**src/inc/timer_defines.vh**
```
// Register offsets, field positions, reset values and counts of the timer.
`ifndef TIMER_DEFINES_VH
`define TIMER_DEFINES_VH

////////////////////////////////////////////////////////////////////////////
// Byte offsets of the register words.
`define TMR_OFF_CTRL        8'h00
`define TMR_OFF_COUNT       8'h04
`define TMR_OFF_PRESC       8'h08
`define TMR_OFF_EVT_STATUS  8'h0c
`define TMR_OFF_EVT_MASK    8'h10

////////////////////////////////////////////////////////////////////////////
// Field positions in the control and status word.
`define TMR_BIT_ZERO_FLAG   7
`define TMR_BIT_IRQ_EN      6
`define TMR_BIT_PIN_DIR     5
`define TMR_BIT_DATA_OUT    4
`define TMR_BIT_RUN         3
`define TMR_TAP_HI          2
`define TMR_TAP_LO          0

////////////////////////////////////////////////////////////////////////////
// Reset values.
`define TMR_RST_COUNT       8'hff
`define TMR_RST_PRESC       7'h7f
`define TMR_RST_CTRL        8'h00

////////////////////////////////////////////////////////////////////////////
// Timing: internal clock divided by twelve feeds the prescaler.
`define TMR_INT_DIV         12
`define TMR_DIV_W           4

////////////////////////////////////////////////////////////////////////////
// Bus answers.
`define TMR_RESP_OKAY       2'b00
`define TMR_RESP_SLVERR     2'b10

`endif

```
**src/logic/pin_sync.v**
```verilog
// Two-stage synchroniser for the timer pin input.
`default_nettype none

module pin_sync (
  // Clock and reset
  input  wire mclk_i,
  input  wire reset_i,
  // Raw and synchronised level
  input  wire async_i,
  output wire sync_o
);

  reg stage1_ff;
  reg stage2_ff;

  always @(posedge mclk_i or posedge reset_i) begin
    if (reset_i) begin
      stage1_ff <= 1'b0;
      stage2_ff <= 1'b0;
    end else begin
      stage1_ff <= async_i;
      stage2_ff <= stage1_ff;
    end
  end

  assign sync_o = stage2_ff;

endmodule

`default_nettype wire

```
**src/logic/prescaled_down_counter_timer.v**
```verilog
// Prescaled 8-bit down-counter timer with an AXI4-Lite register slave.
//
// Summary of operation
// - Counter decrements on each selected tap rise.
// - Count loadable and readable; prescaler state readable.
// - Decrement to zero sets the zero flag.
// - Enable and zero flag raise timer request.
// - Request wakes core; counting continues past zero.
// - Prescaler clocked by divide-by-12 or pin.
// - Tap select routes input or prescaler bit.
// - Run bit low forces prescaler ones, stops.
// - Running prescaler loadable with 0 to 7Fh.
// - Gated mode counts divided clock while pin high.
// - Event mode counts timer pin rising edges.
// - Output mode drives pin, counts divided clock.
// - Pin follows data bit while flag high.
// - Tap codes give ratios 1 to 128.
// - Count write beats coincident zero decrement.
// - Reset loads FFh, 7Fh, clears control.
`default_nettype none
`include "timer_defines.vh"

module prescaled_down_counter_timer #(
  parameter ADDR_W = 8
) (
  // Clock and reset
  input  wire              mclk_i,
  input  wire              reset_i,
  // AXI4-Lite write address
  input  wire [ADDR_W-1:0] s_axi_awaddr_i,
  input  wire              s_axi_awvalid_i,
  output wire              s_axi_awready_o,
  // AXI4-Lite write data
  input  wire [31:0]       s_axi_wdata_i,
  input  wire [3:0]        s_axi_wstrb_i,
  input  wire              s_axi_wvalid_i,
  output wire              s_axi_wready_o,
  // AXI4-Lite write response
  output wire [1:0]        s_axi_bresp_o,
  output wire              s_axi_bvalid_o,
  input  wire              s_axi_bready_i,
  // AXI4-Lite read address
  input  wire [ADDR_W-1:0] s_axi_araddr_i,
  input  wire              s_axi_arvalid_i,
  output wire              s_axi_arready_o,
  // AXI4-Lite read data
  output wire [31:0]       s_axi_rdata_o,
  output wire [1:0]        s_axi_rresp_o,
  output wire              s_axi_rvalid_o,
  input  wire              s_axi_rready_i,
  // Timer pin
  input  wire              timer_pin_i,
  output wire              timer_pin_o,
  output wire              timer_pin_oe_o,
  // Interrupts
  output wire              timer_irq_o,
  output wire              irq_o
);

  ////////////////////////////////////////////////////////////////////////////
  // Helper functions.
  // True when a bus address selects the given word.
  function addr_hit;
    input [ADDR_W-1:0] addr;
    input [7:0]        off;
    begin
      addr_hit = ({addr[ADDR_W-1:2], 2'b00} == off[ADDR_W-1:0]);
    end
  endfunction

  // True when the selected tap rises on this prescaler step.
  function tap_rise;
    input [6:0] old_val;
    input [6:0] new_val;
    input [2:0] sel;
    integer     idx;
    begin
      idx = 0;
      if (sel == 3'h0) begin
        tap_rise = 1'b1;
      end else begin
        idx      = sel - 1;
        tap_rise = ~old_val[idx] & new_val[idx];
      end
    end
  endfunction

  ////////////////////////////////////////////////////////////////////////////
  // Register state.
  reg                  zero_flag_ff;
  reg                  zero_irq_enable_ff;
  reg                  pin_direction_select_ff;
  reg                  data_out_ff;
  reg                  prescaler_run_ff;
  reg [2:0]            tap_select_ff;
  reg [7:0]            count_ff;
  reg [6:0]            presc_ff;
  reg [`TMR_DIV_W-1:0] div_cnt_ff;
  reg                  pin_prev_ff;
  reg                  timer_pin_ff;
  reg                  evt_status_ff;
  reg                  evt_mask_ff;
  // Bus state.
  reg                  aw_held_ff;
  reg [ADDR_W-1:0]     awaddr_ff;
  reg                  w_held_ff;
  reg [7:0]            wdata_ff;
  reg                  wstrb0_ff;
  reg                  bvalid_ff;
  reg [1:0]            bresp_ff;
  reg                  rvalid_ff;
  reg [31:0]           rdata_ff;
  reg [1:0]            rresp_ff;
  ////////////////////////////////////////////////////////////////////////////
  // AXI4-Lite write channel.
  assign s_axi_awready_o = ~aw_held_ff & ~bvalid_ff;
  assign s_axi_wready_o  = ~w_held_ff & ~bvalid_ff;
  assign s_axi_bvalid_o  = bvalid_ff;
  assign s_axi_bresp_o   = bresp_ff;

  // Address and data may arrive in either order; both are held first.
  wire do_write  = aw_held_ff & w_held_ff & ~bvalid_ff;
  wire wr_en     = do_write & wstrb0_ff;
  wire wr_ctrl   = wr_en & addr_hit(awaddr_ff, `TMR_OFF_CTRL);
  wire wr_count  = wr_en & addr_hit(awaddr_ff, `TMR_OFF_COUNT);
  wire wr_presc  = wr_en & addr_hit(awaddr_ff, `TMR_OFF_PRESC);
  wire wr_status = wr_en & addr_hit(awaddr_ff, `TMR_OFF_EVT_STATUS);
  wire wr_mask   = wr_en & addr_hit(awaddr_ff, `TMR_OFF_EVT_MASK);
  wire wr_mapped = addr_hit(awaddr_ff, `TMR_OFF_CTRL)
                 | addr_hit(awaddr_ff, `TMR_OFF_COUNT)
                 | addr_hit(awaddr_ff, `TMR_OFF_PRESC)
                 | addr_hit(awaddr_ff, `TMR_OFF_EVT_STATUS)
                 | addr_hit(awaddr_ff, `TMR_OFF_EVT_MASK);

  always @(posedge mclk_i or posedge reset_i) begin
    if (reset_i) begin
      aw_held_ff <= 1'b0;
      awaddr_ff  <= {ADDR_W{1'b0}};
      w_held_ff  <= 1'b0;
      wdata_ff   <= 8'h00;
      wstrb0_ff  <= 1'b0;
      bvalid_ff  <= 1'b0;
      bresp_ff   <= `TMR_RESP_OKAY;
    end else begin
      if (s_axi_awvalid_i & s_axi_awready_o) begin
        aw_held_ff <= 1'b1;
        awaddr_ff  <= s_axi_awaddr_i;
      end
      if (s_axi_wvalid_i & s_axi_wready_o) begin
        w_held_ff <= 1'b1;
        wdata_ff  <= s_axi_wdata_i[7:0];
        wstrb0_ff <= s_axi_wstrb_i[0];
      end
      if (do_write) begin
        aw_held_ff <= 1'b0;
        w_held_ff  <= 1'b0;
        bvalid_ff  <= 1'b1;
        bresp_ff   <= wr_mapped ? `TMR_RESP_OKAY : `TMR_RESP_SLVERR;
      end else if (bvalid_ff & s_axi_bready_i) begin
        bvalid_ff <= 1'b0;
      end
    end
  end

  ////////////////////////////////////////////////////////////////////////////
  // AXI4-Lite read channel.
  reg [31:0] rd_mux;
  reg        rd_hit;
  assign s_axi_arready_o = ~rvalid_ff;
  assign s_axi_rvalid_o  = rvalid_ff;
  assign s_axi_rdata_o   = rdata_ff;
  assign s_axi_rresp_o   = rresp_ff;

  // Bit 7 of the prescaler word always reads as zero.
  always @* begin
    rd_mux = 32'h0000_0000;
    rd_hit = 1'b1;
    if (addr_hit(s_axi_araddr_i, `TMR_OFF_CTRL)) begin
      rd_mux[7:0] = {zero_flag_ff, zero_irq_enable_ff,
                     pin_direction_select_ff, data_out_ff,
                     prescaler_run_ff, tap_select_ff};
    end else if (addr_hit(s_axi_araddr_i, `TMR_OFF_COUNT)) begin
      rd_mux[7:0] = count_ff;
    end else if (addr_hit(s_axi_araddr_i, `TMR_OFF_PRESC)) begin
      rd_mux[7:0] = {1'b0, presc_ff};
    end else if (addr_hit(s_axi_araddr_i, `TMR_OFF_EVT_STATUS)) begin
      rd_mux[0] = evt_status_ff;
    end else if (addr_hit(s_axi_araddr_i, `TMR_OFF_EVT_MASK)) begin
      rd_mux[0] = evt_mask_ff;
    end else begin
      rd_hit = 1'b0;
    end
  end

  always @(posedge mclk_i or posedge reset_i) begin
    if (reset_i) begin
      rvalid_ff <= 1'b0;
      rdata_ff  <= 32'h0000_0000;
      rresp_ff  <= `TMR_RESP_OKAY;
    end else if (s_axi_arvalid_i & s_axi_arready_o) begin
      rvalid_ff <= 1'b1;
      rdata_ff  <= rd_mux;
      rresp_ff  <= rd_hit ? `TMR_RESP_OKAY : `TMR_RESP_SLVERR;
    end else if (rvalid_ff & s_axi_rready_i) begin
      rvalid_ff <= 1'b0;
    end
  end

  ////////////////////////////////////////////////////////////////////////////
  // Timer pin input and clock sources.
  wire pin_level;
  reg  presc_in_evt;

  pin_sync u_pin_sync (
    .mclk_i  (mclk_i),
    .reset_i (reset_i),
    .async_i (timer_pin_i),
    .sync_o  (pin_level)
  );

  wire pin_rise = pin_level & ~pin_prev_ff;
  wire tick_div = (div_cnt_ff == (`TMR_INT_DIV - 1));

  // The divider runs free so that the first tick after a start is at most
  // twelve clocks away; a restart would bias short gate measurements.
  always @* begin
    if (pin_direction_select_ff) begin
      presc_in_evt = tick_div;
    end else if (data_out_ff) begin
      presc_in_evt = tick_div & pin_level;
    end else begin
      presc_in_evt = pin_rise;
    end
  end

  ////////////////////////////////////////////////////////////////////////////
  // Prescaler and counter.
  // prescaler steps on source edge
  wire       presc_dec     = prescaler_run_ff & presc_in_evt;
  wire [6:0] presc_dec_val = presc_ff - 7'h01;

  wire count_clk = presc_dec
                 & tap_rise(presc_ff, presc_dec_val, tap_select_ff);

  wire zero_evt = count_clk & (count_ff == 8'h01) & ~wr_count;

  // Writing zero to the count also raises the flag.
  wire zero_set = zero_evt | (wr_count & (wdata_ff == 8'h00));
  reg [7:0] nxt_count;
  reg [6:0] nxt_presc;
  reg       nxt_zero_flag;
  reg       nxt_data_out;

  always @* begin
    nxt_count = count_ff;
    if (wr_count) begin
      nxt_count = wdata_ff;
    end else if (count_clk) begin
      nxt_count = count_ff - 8'h01;
    end
  end

  always @* begin
    nxt_presc = presc_ff;
    if (!prescaler_run_ff) begin
      nxt_presc = `TMR_RST_PRESC;
    end else if (wr_presc) begin
      nxt_presc = wdata_ff[6:0];
    end else if (presc_dec) begin
      nxt_presc = presc_dec_val;
    end
  end

  // A hardware set wins over a software clear in the same cycle.
  always @* begin
    nxt_data_out = wr_ctrl ? wdata_ff[`TMR_BIT_DATA_OUT] : data_out_ff;
    if (wr_ctrl) begin
      nxt_zero_flag = wdata_ff[`TMR_BIT_ZERO_FLAG] | zero_set;
    end else begin
      nxt_zero_flag = zero_flag_ff | zero_set;
    end
  end

  always @(posedge mclk_i or posedge reset_i) begin
    if (reset_i) begin
      count_ff                <= `TMR_RST_COUNT;
      presc_ff                <= `TMR_RST_PRESC;
      zero_flag_ff            <= 1'b0;
      zero_irq_enable_ff      <= 1'b0;
      pin_direction_select_ff <= 1'b0;
      data_out_ff             <= 1'b0;
      prescaler_run_ff        <= 1'b0;
      tap_select_ff           <= 3'h0;
      div_cnt_ff              <= {`TMR_DIV_W{1'b0}};
      pin_prev_ff             <= 1'b0;
      timer_pin_ff            <= 1'b0;
    end else begin
      count_ff     <= nxt_count;
      presc_ff     <= nxt_presc;
      zero_flag_ff <= nxt_zero_flag;
      data_out_ff  <= nxt_data_out;
      pin_prev_ff  <= pin_level;
      if (tick_div) begin
        div_cnt_ff <= {`TMR_DIV_W{1'b0}};
      end else begin
        div_cnt_ff <= div_cnt_ff + 1'b1;
      end
      if (wr_ctrl) begin
        zero_irq_enable_ff      <= wdata_ff[`TMR_BIT_IRQ_EN];
        pin_direction_select_ff <= wdata_ff[`TMR_BIT_PIN_DIR];
        prescaler_run_ff        <= wdata_ff[`TMR_BIT_RUN];
        tap_select_ff           <= wdata_ff[`TMR_TAP_HI:`TMR_TAP_LO];
      end
      if (nxt_zero_flag) begin
        timer_pin_ff <= nxt_data_out;
      end
    end
  end

  ////////////////////////////////////////////////////////////////////////////
  // Pin drive and interrupts.
  // drive pin in output mode
  assign timer_pin_o    = timer_pin_ff;
  assign timer_pin_oe_o = pin_direction_select_ff;

  // request is a level usable for wake-up
  assign timer_irq_o = zero_irq_enable_ff & zero_flag_ff;
  // Sticky event bit: write one clears, a new zero event wins.
  always @(posedge mclk_i or posedge reset_i) begin
    if (reset_i) begin
      evt_status_ff <= 1'b0;
      evt_mask_ff   <= 1'b0;
    end else begin
      if (zero_evt) begin
        evt_status_ff <= 1'b1;
      end else if (wr_status & wdata_ff[0]) begin
        evt_status_ff <= 1'b0;
      end
      if (wr_mask) begin
        evt_mask_ff <= wdata_ff[0];
      end
    end
  end

  assign irq_o = evt_status_ff & evt_mask_ff;

endmodule

`default_nettype wire

```
**config.mk**
```make
export PLATFORM = sky130hd
export DESIGN_NAME = prescaled_down_counter_timer
export DESIGN_NICKNAME = d
export VERILOG_FILES = /design/src/logic/pin_sync.v /design/src/logic/prescaled_down_counter_timer.v
export VERILOG_INCLUDE_DIRS = /design/src /design/src/inc
export SDC_FILE = /design/constraint.sdc
export NUM_CORES = 1
export LEC_CHECK = 0
export BUFFER_PORTS_ARGS = -buffer_cell sky130_fd_sc_hd__buf_2
export CAP_MARGIN = 20
export CORE_MARGIN = 3
export CORE_UTILIZATION = 47
export DETAILED_ROUTE_END_ITERATION = 10
export MAX_ROUTING_LAYER = met4
export PLACE_DENSITY = 0.82
export REMOVE_ABC_BUFFERS = 1
export SETUP_SLACK_MARGIN = 0.05
export SYNTH_ARGS = -nofsm -noshare
export SYNTH_HDL_FRONTEND = slang
export SYNTH_SLANG_ARGS = --single-unit
```
**constraint.sdc**
```tcl
create_clock -name mclk_i -period 2.5 [get_ports mclk_i]
set_input_delay 0.5 -clock mclk_i [delete_from_list [all_inputs] [get_ports mclk_i]]
set_output_delay 0.5 -clock mclk_i [all_outputs]
set_load 0.02 [all_outputs]
```
# Word-level counts from Yosys, hierarchy flattened
# Cells that the tools add are included.
# totals
ff_bits	66
out_inout_bits	45
# op_classes
n_addsub	4
order_cmp	1
eq_ne	11
muxes	40
bitwise_logic	40
reduce_logical	10
# op_table
operator	count
$mux 8	4
$mux 1	27
$and 1x1->1	26
$eq 6x2->1 const B	4
$mux 7	3
$eq 6x1->1 const B	2
$eq 6x3->1 const B	2
$logic_not 6->1	2
$reduce_bool 2->1	6
$eq 8x1->1 const B	1
$logic_not 8->1	1
$sub 8x1->8 const B	1
$not 1->1	7
$or 1x1->1	7
$sub 7x1->7 const B	1
$bmux 1 s3	2
$mux 6	1
$lt 4x5->1 const B	1
$add 4x1->4 const B	1
$eq 4x4->1 const B	1
$mux 2	2
$mux 4	1
$sub 3x1->4 const B	1
$logic_not 3->1	1
$ne 3x1->1 const B	1

# Depth between registers and ports, before layout
# depth
ltp_word	13
depth_mapped	8

# Modules after synthesis
# From an unflattened synthesis, not the netlist that was laid out.
# unflattened
cells_unflattened	319
area_unflattened_um2	3345.7
# modules_own_cells
module	n_inst	cells_each	area_per_inst_um2
prescaled_down_counter_timer	1	316	3291.9
pin_sync	1	3	53.8

# Worst setup path after synthesis
# Ideal clock, no wire load.
# synth_path
path_kind	reg2reg
startpoint	register awaddr_ff[7]
endpoint	register timer_pin_ff, in the netlist timer_pin_o
arrival_ps	2225
required_ps	2375
path_slack_ps	150
stages_incl_launch_ff	8
path_buffers	1
cell_sequence	dfrtp_1 -> or4b_4 -> or4b_1 -> buf_6 -> mux2i_1 -> nand2_1 -> a31oi_4 -> mux2_4
# synth_via
elab_chain_cells	7
# synth_lines
item	line	text
start: declaration	prescaled_down_counter_timer.v:105	reg [ADDR_W-1:0] awaddr_ff;
start signal: assignment	prescaled_down_counter_timer.v:138	awaddr_ff <= {ADDR_W{1'b0}};
start signal: assignment	prescaled_down_counter_timer.v:147	awaddr_ff <= s_axi_awaddr_i;
$eq 6x1->1	prescaled_down_counter_timer.v:67	addr_hit = ({addr[ADDR_W-1:2], 2'b00} == off[ADDR_W-1:0]);
$and 1x1->1	prescaled_down_counter_timer.v:125	wire wr_count = wr_en & addr_hit(awaddr_ff, `TMR_OFF_COUNT);
$not 1->1	prescaled_down_counter_timer.v:245	wire zero_evt = count_clk & (count_ff == 8'h01) & ~wr_count;
$and 1x1->1	prescaled_down_counter_timer.v:245	
$or 1x1->1	prescaled_down_counter_timer.v:248	wire zero_set = zero_evt | (wr_count & (wdata_ff == 8'h00));
$or 1x1->1, on equally long branches	prescaled_down_counter_timer.v:280, prescaled_down_counter_timer.v:278	
$mux 1	prescaled_down_counter_timer.v:277	if (wr_ctrl) begin
end signal: assignment	prescaled_down_counter_timer.v:315	timer_pin_ff <= nxt_data_out;
end: declaration	prescaled_down_counter_timer.v:100	reg timer_pin_ff;
# Several ways; a longest one is shown, not always the timed one.
# A chain may end at the register's enable or synchronous reset.

# Worst setup path after layout
# layout_path
startpoint	register presc_ff[0]
endpoint	register timer_pin_ff, in the netlist timer_pin_o
# layout_via
elab_chain_cells	12
# layout_lines
item	line	text
start: declaration	prescaled_down_counter_timer.v:97	reg [6:0] presc_ff;
start signal: assignment	prescaled_down_counter_timer.v:287	presc_ff <= `TMR_RST_PRESC;
start signal: assignment	prescaled_down_counter_timer.v:299	presc_ff <= nxt_presc;
$sub 7x1->7 or $bmux 1 s3 (tied branches)	prescaled_down_counter_timer.v:240, prescaled_down_counter_timer.v:83	
$bmux 1 s3 or $mux 1 (tied branches)	prescaled_down_counter_timer.v:83	tap_rise = ~old_val[idx] & new_val[idx];
$mux 1 (implied by the code)	prescaled_down_counter_timer.v:83	
$mux 1 (implied by the code) or $not 1->1 (tied branches)	prescaled_down_counter_timer.v:83	
$and 1x1->1 (*)	prescaled_down_counter_timer.v:83	
$mux 1 (*)	prescaled_down_counter_timer.v:79	if (sel == 3'h0) begin
$and 1x1->1 (*)	prescaled_down_counter_timer.v:243	& tap_rise(presc_ff, presc_dec_val, tap_select_ff);
$and 1x1->1 (*) (2 in series)	prescaled_down_counter_timer.v:245	
$or 1x1->1 (*)	prescaled_down_counter_timer.v:248	
$or 1x1->1, on equally long branches	prescaled_down_counter_timer.v:280, prescaled_down_counter_timer.v:278	
$mux 1 (*)	prescaled_down_counter_timer.v:277	
# Mark *: on every way between the ends. The rest lies on a longest branch, timed or not. The select of a mux whose other input is x is not followed.

==> run summary <==
outcome: finished, final reports clean
core area: 0.00694 mm²
Initial Util: 0.493
Setup-failing EPs final: 0
Synth Instances: 337
Post-Syn Area: 0.00343 mm²
TritonCTS clock tree: built
Sink Count: 62
CTS buffer count: 9
Post-DP Area: 0.00374 mm²
final core utilization: 0.566
Antenna diodes: 0
Reg2Reg Depth: 8
CP bufs+invs: 1
largest area contributor in the netlist: dfrtp_1
die height: 91.4 µm
ANT nets after route: 0
unrepaired setup endpoints after global routing: true
num rows: 30
power per cell area: 969 mW/mm²
DRC: 0
antenna violations before repair: 0
area growth from synthesis to layout: 14.7%
Post-synth EDFFs: 0
Tcrit/Tclk final: 0.941
CP endpoint kind: flip-flop
Fin. Hold Viols: 0
# IOs: 105
Final Instance Area: 0.00393 mm²
count leader, synth: dfrtp_1
routed wire length: 6.89 mm
leakage: 1.80 nW
WL per Instance: 13.9 µm
Mapped Avg Cell Area: 10.2 µm²
Max Buffers Root-to-Sink: 2
clock root buffer master: clkbuf_8
CP max stage cell: dfstp_2
Hold/Removal Path Class: in2async
GR Util All Layers: 0.180
detailed-placement wirelength estimate: 5.18 mm
Worst EP required: 2.72 ns
FF+latch count, synth: 62
DRT iter0 DRCs: 193
Critical Path Fanout Max: 6
crit path kind: reg2reg
post-synthesis sequential area ratio: 0.458
Final nets: 461
Max Slew Vio Count: 0
final worst path period need: 2.35 ns
Clock Pin Slew Worst Setup and Hold Paths: 0.07 ns
YS warnings: 0
clk_skew: 0.0114 ns
max_cap viols: 0
vias in the first global route: 2470
gpl congestion: 0.865
fmax: 0.425 GHz
startpoint type of the worst setup path: flip-flop
DR vias/cell: 5.24
commonest cells in the synthesized netlist: dfrtp_1, nand2_1, nor2_1
slowest cell delay on critical path: 0.61 ns
Most common cell on crit path: a31oi_4
TNS Setup: 0 ns
largest net degree at the start of global routing: 63
GRT Residual Overflow: 0
Critical R2R Launch: presc_ff[0]
layout cell share with drive strength beyond 1: 0.315
Cell Chain, Critical Path: inv_1 -> ha_1 -> and3b_1 -> o2111a_1 -> a21oi_1 -> a31oi_4 -> a31oi_4 -> mux2_4
Worst setup endpoint: timer_pin_o
TritonRoute pass-1 iters: 4
Fill cells: 598
via count: 2597
H-tree Lvls: 3
Synth async-reset ratio: 1.00
die area: 0.00835 mm²
Die X: 91.4 µm
worst r2r dst: timer_pin_o
Max VDD drop: 0.000592 V
reg2reg setup slack: 0.15 ns
PortBufs: 47
number of cells on the critical path: 8
Netlist cell types: 51
top cells by area, synth: dfrtp_1, dfstp_2, mux2_2
Worst Path Arrival: 2.57 ns
CP delay by family, top: compound AO/OA/AOI/OAI gates
Crit. Startpoint: presc_ff[0]
top_reg_cell synth: dfrtp_1
insertion delay to the later sink of the worst-skew pair: 0.34 ns
first-pass GRT wire length: 11.8 mm
top cell type's share of synthesized area: 0.343
CTS Hold Buffers Added: 0
## flip-flops by register name (all words and copies together) (netlist names), 3 cells and up
register       cells
awaddr_ff          6
count_ff           8
div_cnt_ff         4
presc_ff           7
s_axi_rdata_o      8
tap_select_ff      3
wdata_ff           8
## where the power goes
group	total (mW)	leakage [nW]	internal [mW]	switching, mW
Sequential	1.72	0.752	1.34	0.377
Clock	0.762	0.0824	0.383	0.378
Combinational	1.33	0.966	0.631	0.699
Total	3.81	1.80	2.35	1.45
## through the flow
stage	std cells	worst slack [ns]	hold WS, ns	power, mW
floorplan	325	-0.783	0.331	2.56
finish	496	0.148	0.215	3.81
global route	496	0.0303	0.235	4.09
global placement	480	0.126	0.333	2.98
detailed placement	480	0.115	0.348	3.04
CTS	496	0.101	0.224	3.81
## logic make-up (layout without fill, tap and decap cells)
logic type,count (synthesis),count (layout),share of synthesized area
AND/OR/NAND/NOR,111,111,0.161
XOR/XNOR,15,15,0.0383
other,1,26,0.00109
adder cells (fa/ha/maj),6,6,0.0219
flip-flops,62,62,0.458
multiplexers,36,36,0.115
buffers and inverters,48,86,0.0836
AO/OA/AOI/OAI,58,58,0.121
## what timing repair did
action                     in CTS  in global routing
gates resized for setup         0                  4
setup endpoints to repair       0                  6
buffers inserted                0                  0
## worst reg2reg max path, cell delays in order (launching register included)
cell and delay [ns]:
dfstp_2 0.61, inv_1 0.07, ha_1 0.26, and3b_1 0.20, o2111a_1 0.11, a21oi_1 0.28, a31oi_4 0.16, a31oi_4 0.23
mux2_4 0.31
## final cells by class
class,count,area [µm²],share of cell area
Sequential cell,62,1570,0.400
Timing Repair Buffer,59,338,0.0860
Clock buffer,12,145,0.0369
Inverter,11,41.3,0.0105
Tap cell,96,120,0.0306
Clock inverter,4,25.0,0.00637
Multi-Input combinational cell,252,1690,0.430
## worst min-delay path by stage
stage / start / endpoint / slack [ns] / cells after the start
global placement: u_pin_sync.stage1_ff / u_pin_sync.sync_o / 0.33 / 0
floorplan: u_pin_sync.stage1_ff / u_pin_sync.sync_o / 0.33 / 0
detailed placement: u_pin_sync.stage1_ff / u_pin_sync.sync_o / 0.35 / 0
global route: reset_i / aw_held_ff / 0.24 / 3
finish: reset_i / awaddr_ff[4] / 0.21 / 3
CTS: reset_i / awaddr_ff[4] / 0.22 / 3
## layout by cell type (no fill, tap or decap), drive strengths merged, types with 5 or more instances in the layout
master  count
buf        59
dfrtp      47
nand2      35
nor2       28
conb       26
o21ai      25
mux2       24
dfstp      15
mux2i      12
clkbuf     12
xnor2      11
inv        11
a22o        8
nor3        7
nand3       7
ha          6
and2        5
a21oi       5
nor4        5
a31oi       5
## routing by layer
layer / up-vias / track usage / wire length, µm
met2: 99 / 0.282 / 3280
met3: 6 / 0.0530 / 494
met4: 0 / 0.0276 / 35
met1: 1239 / 0.236 / 3070
met5: - / - / 0
li1: 1253 / - / -
Power figures use the tool's default switching activity.
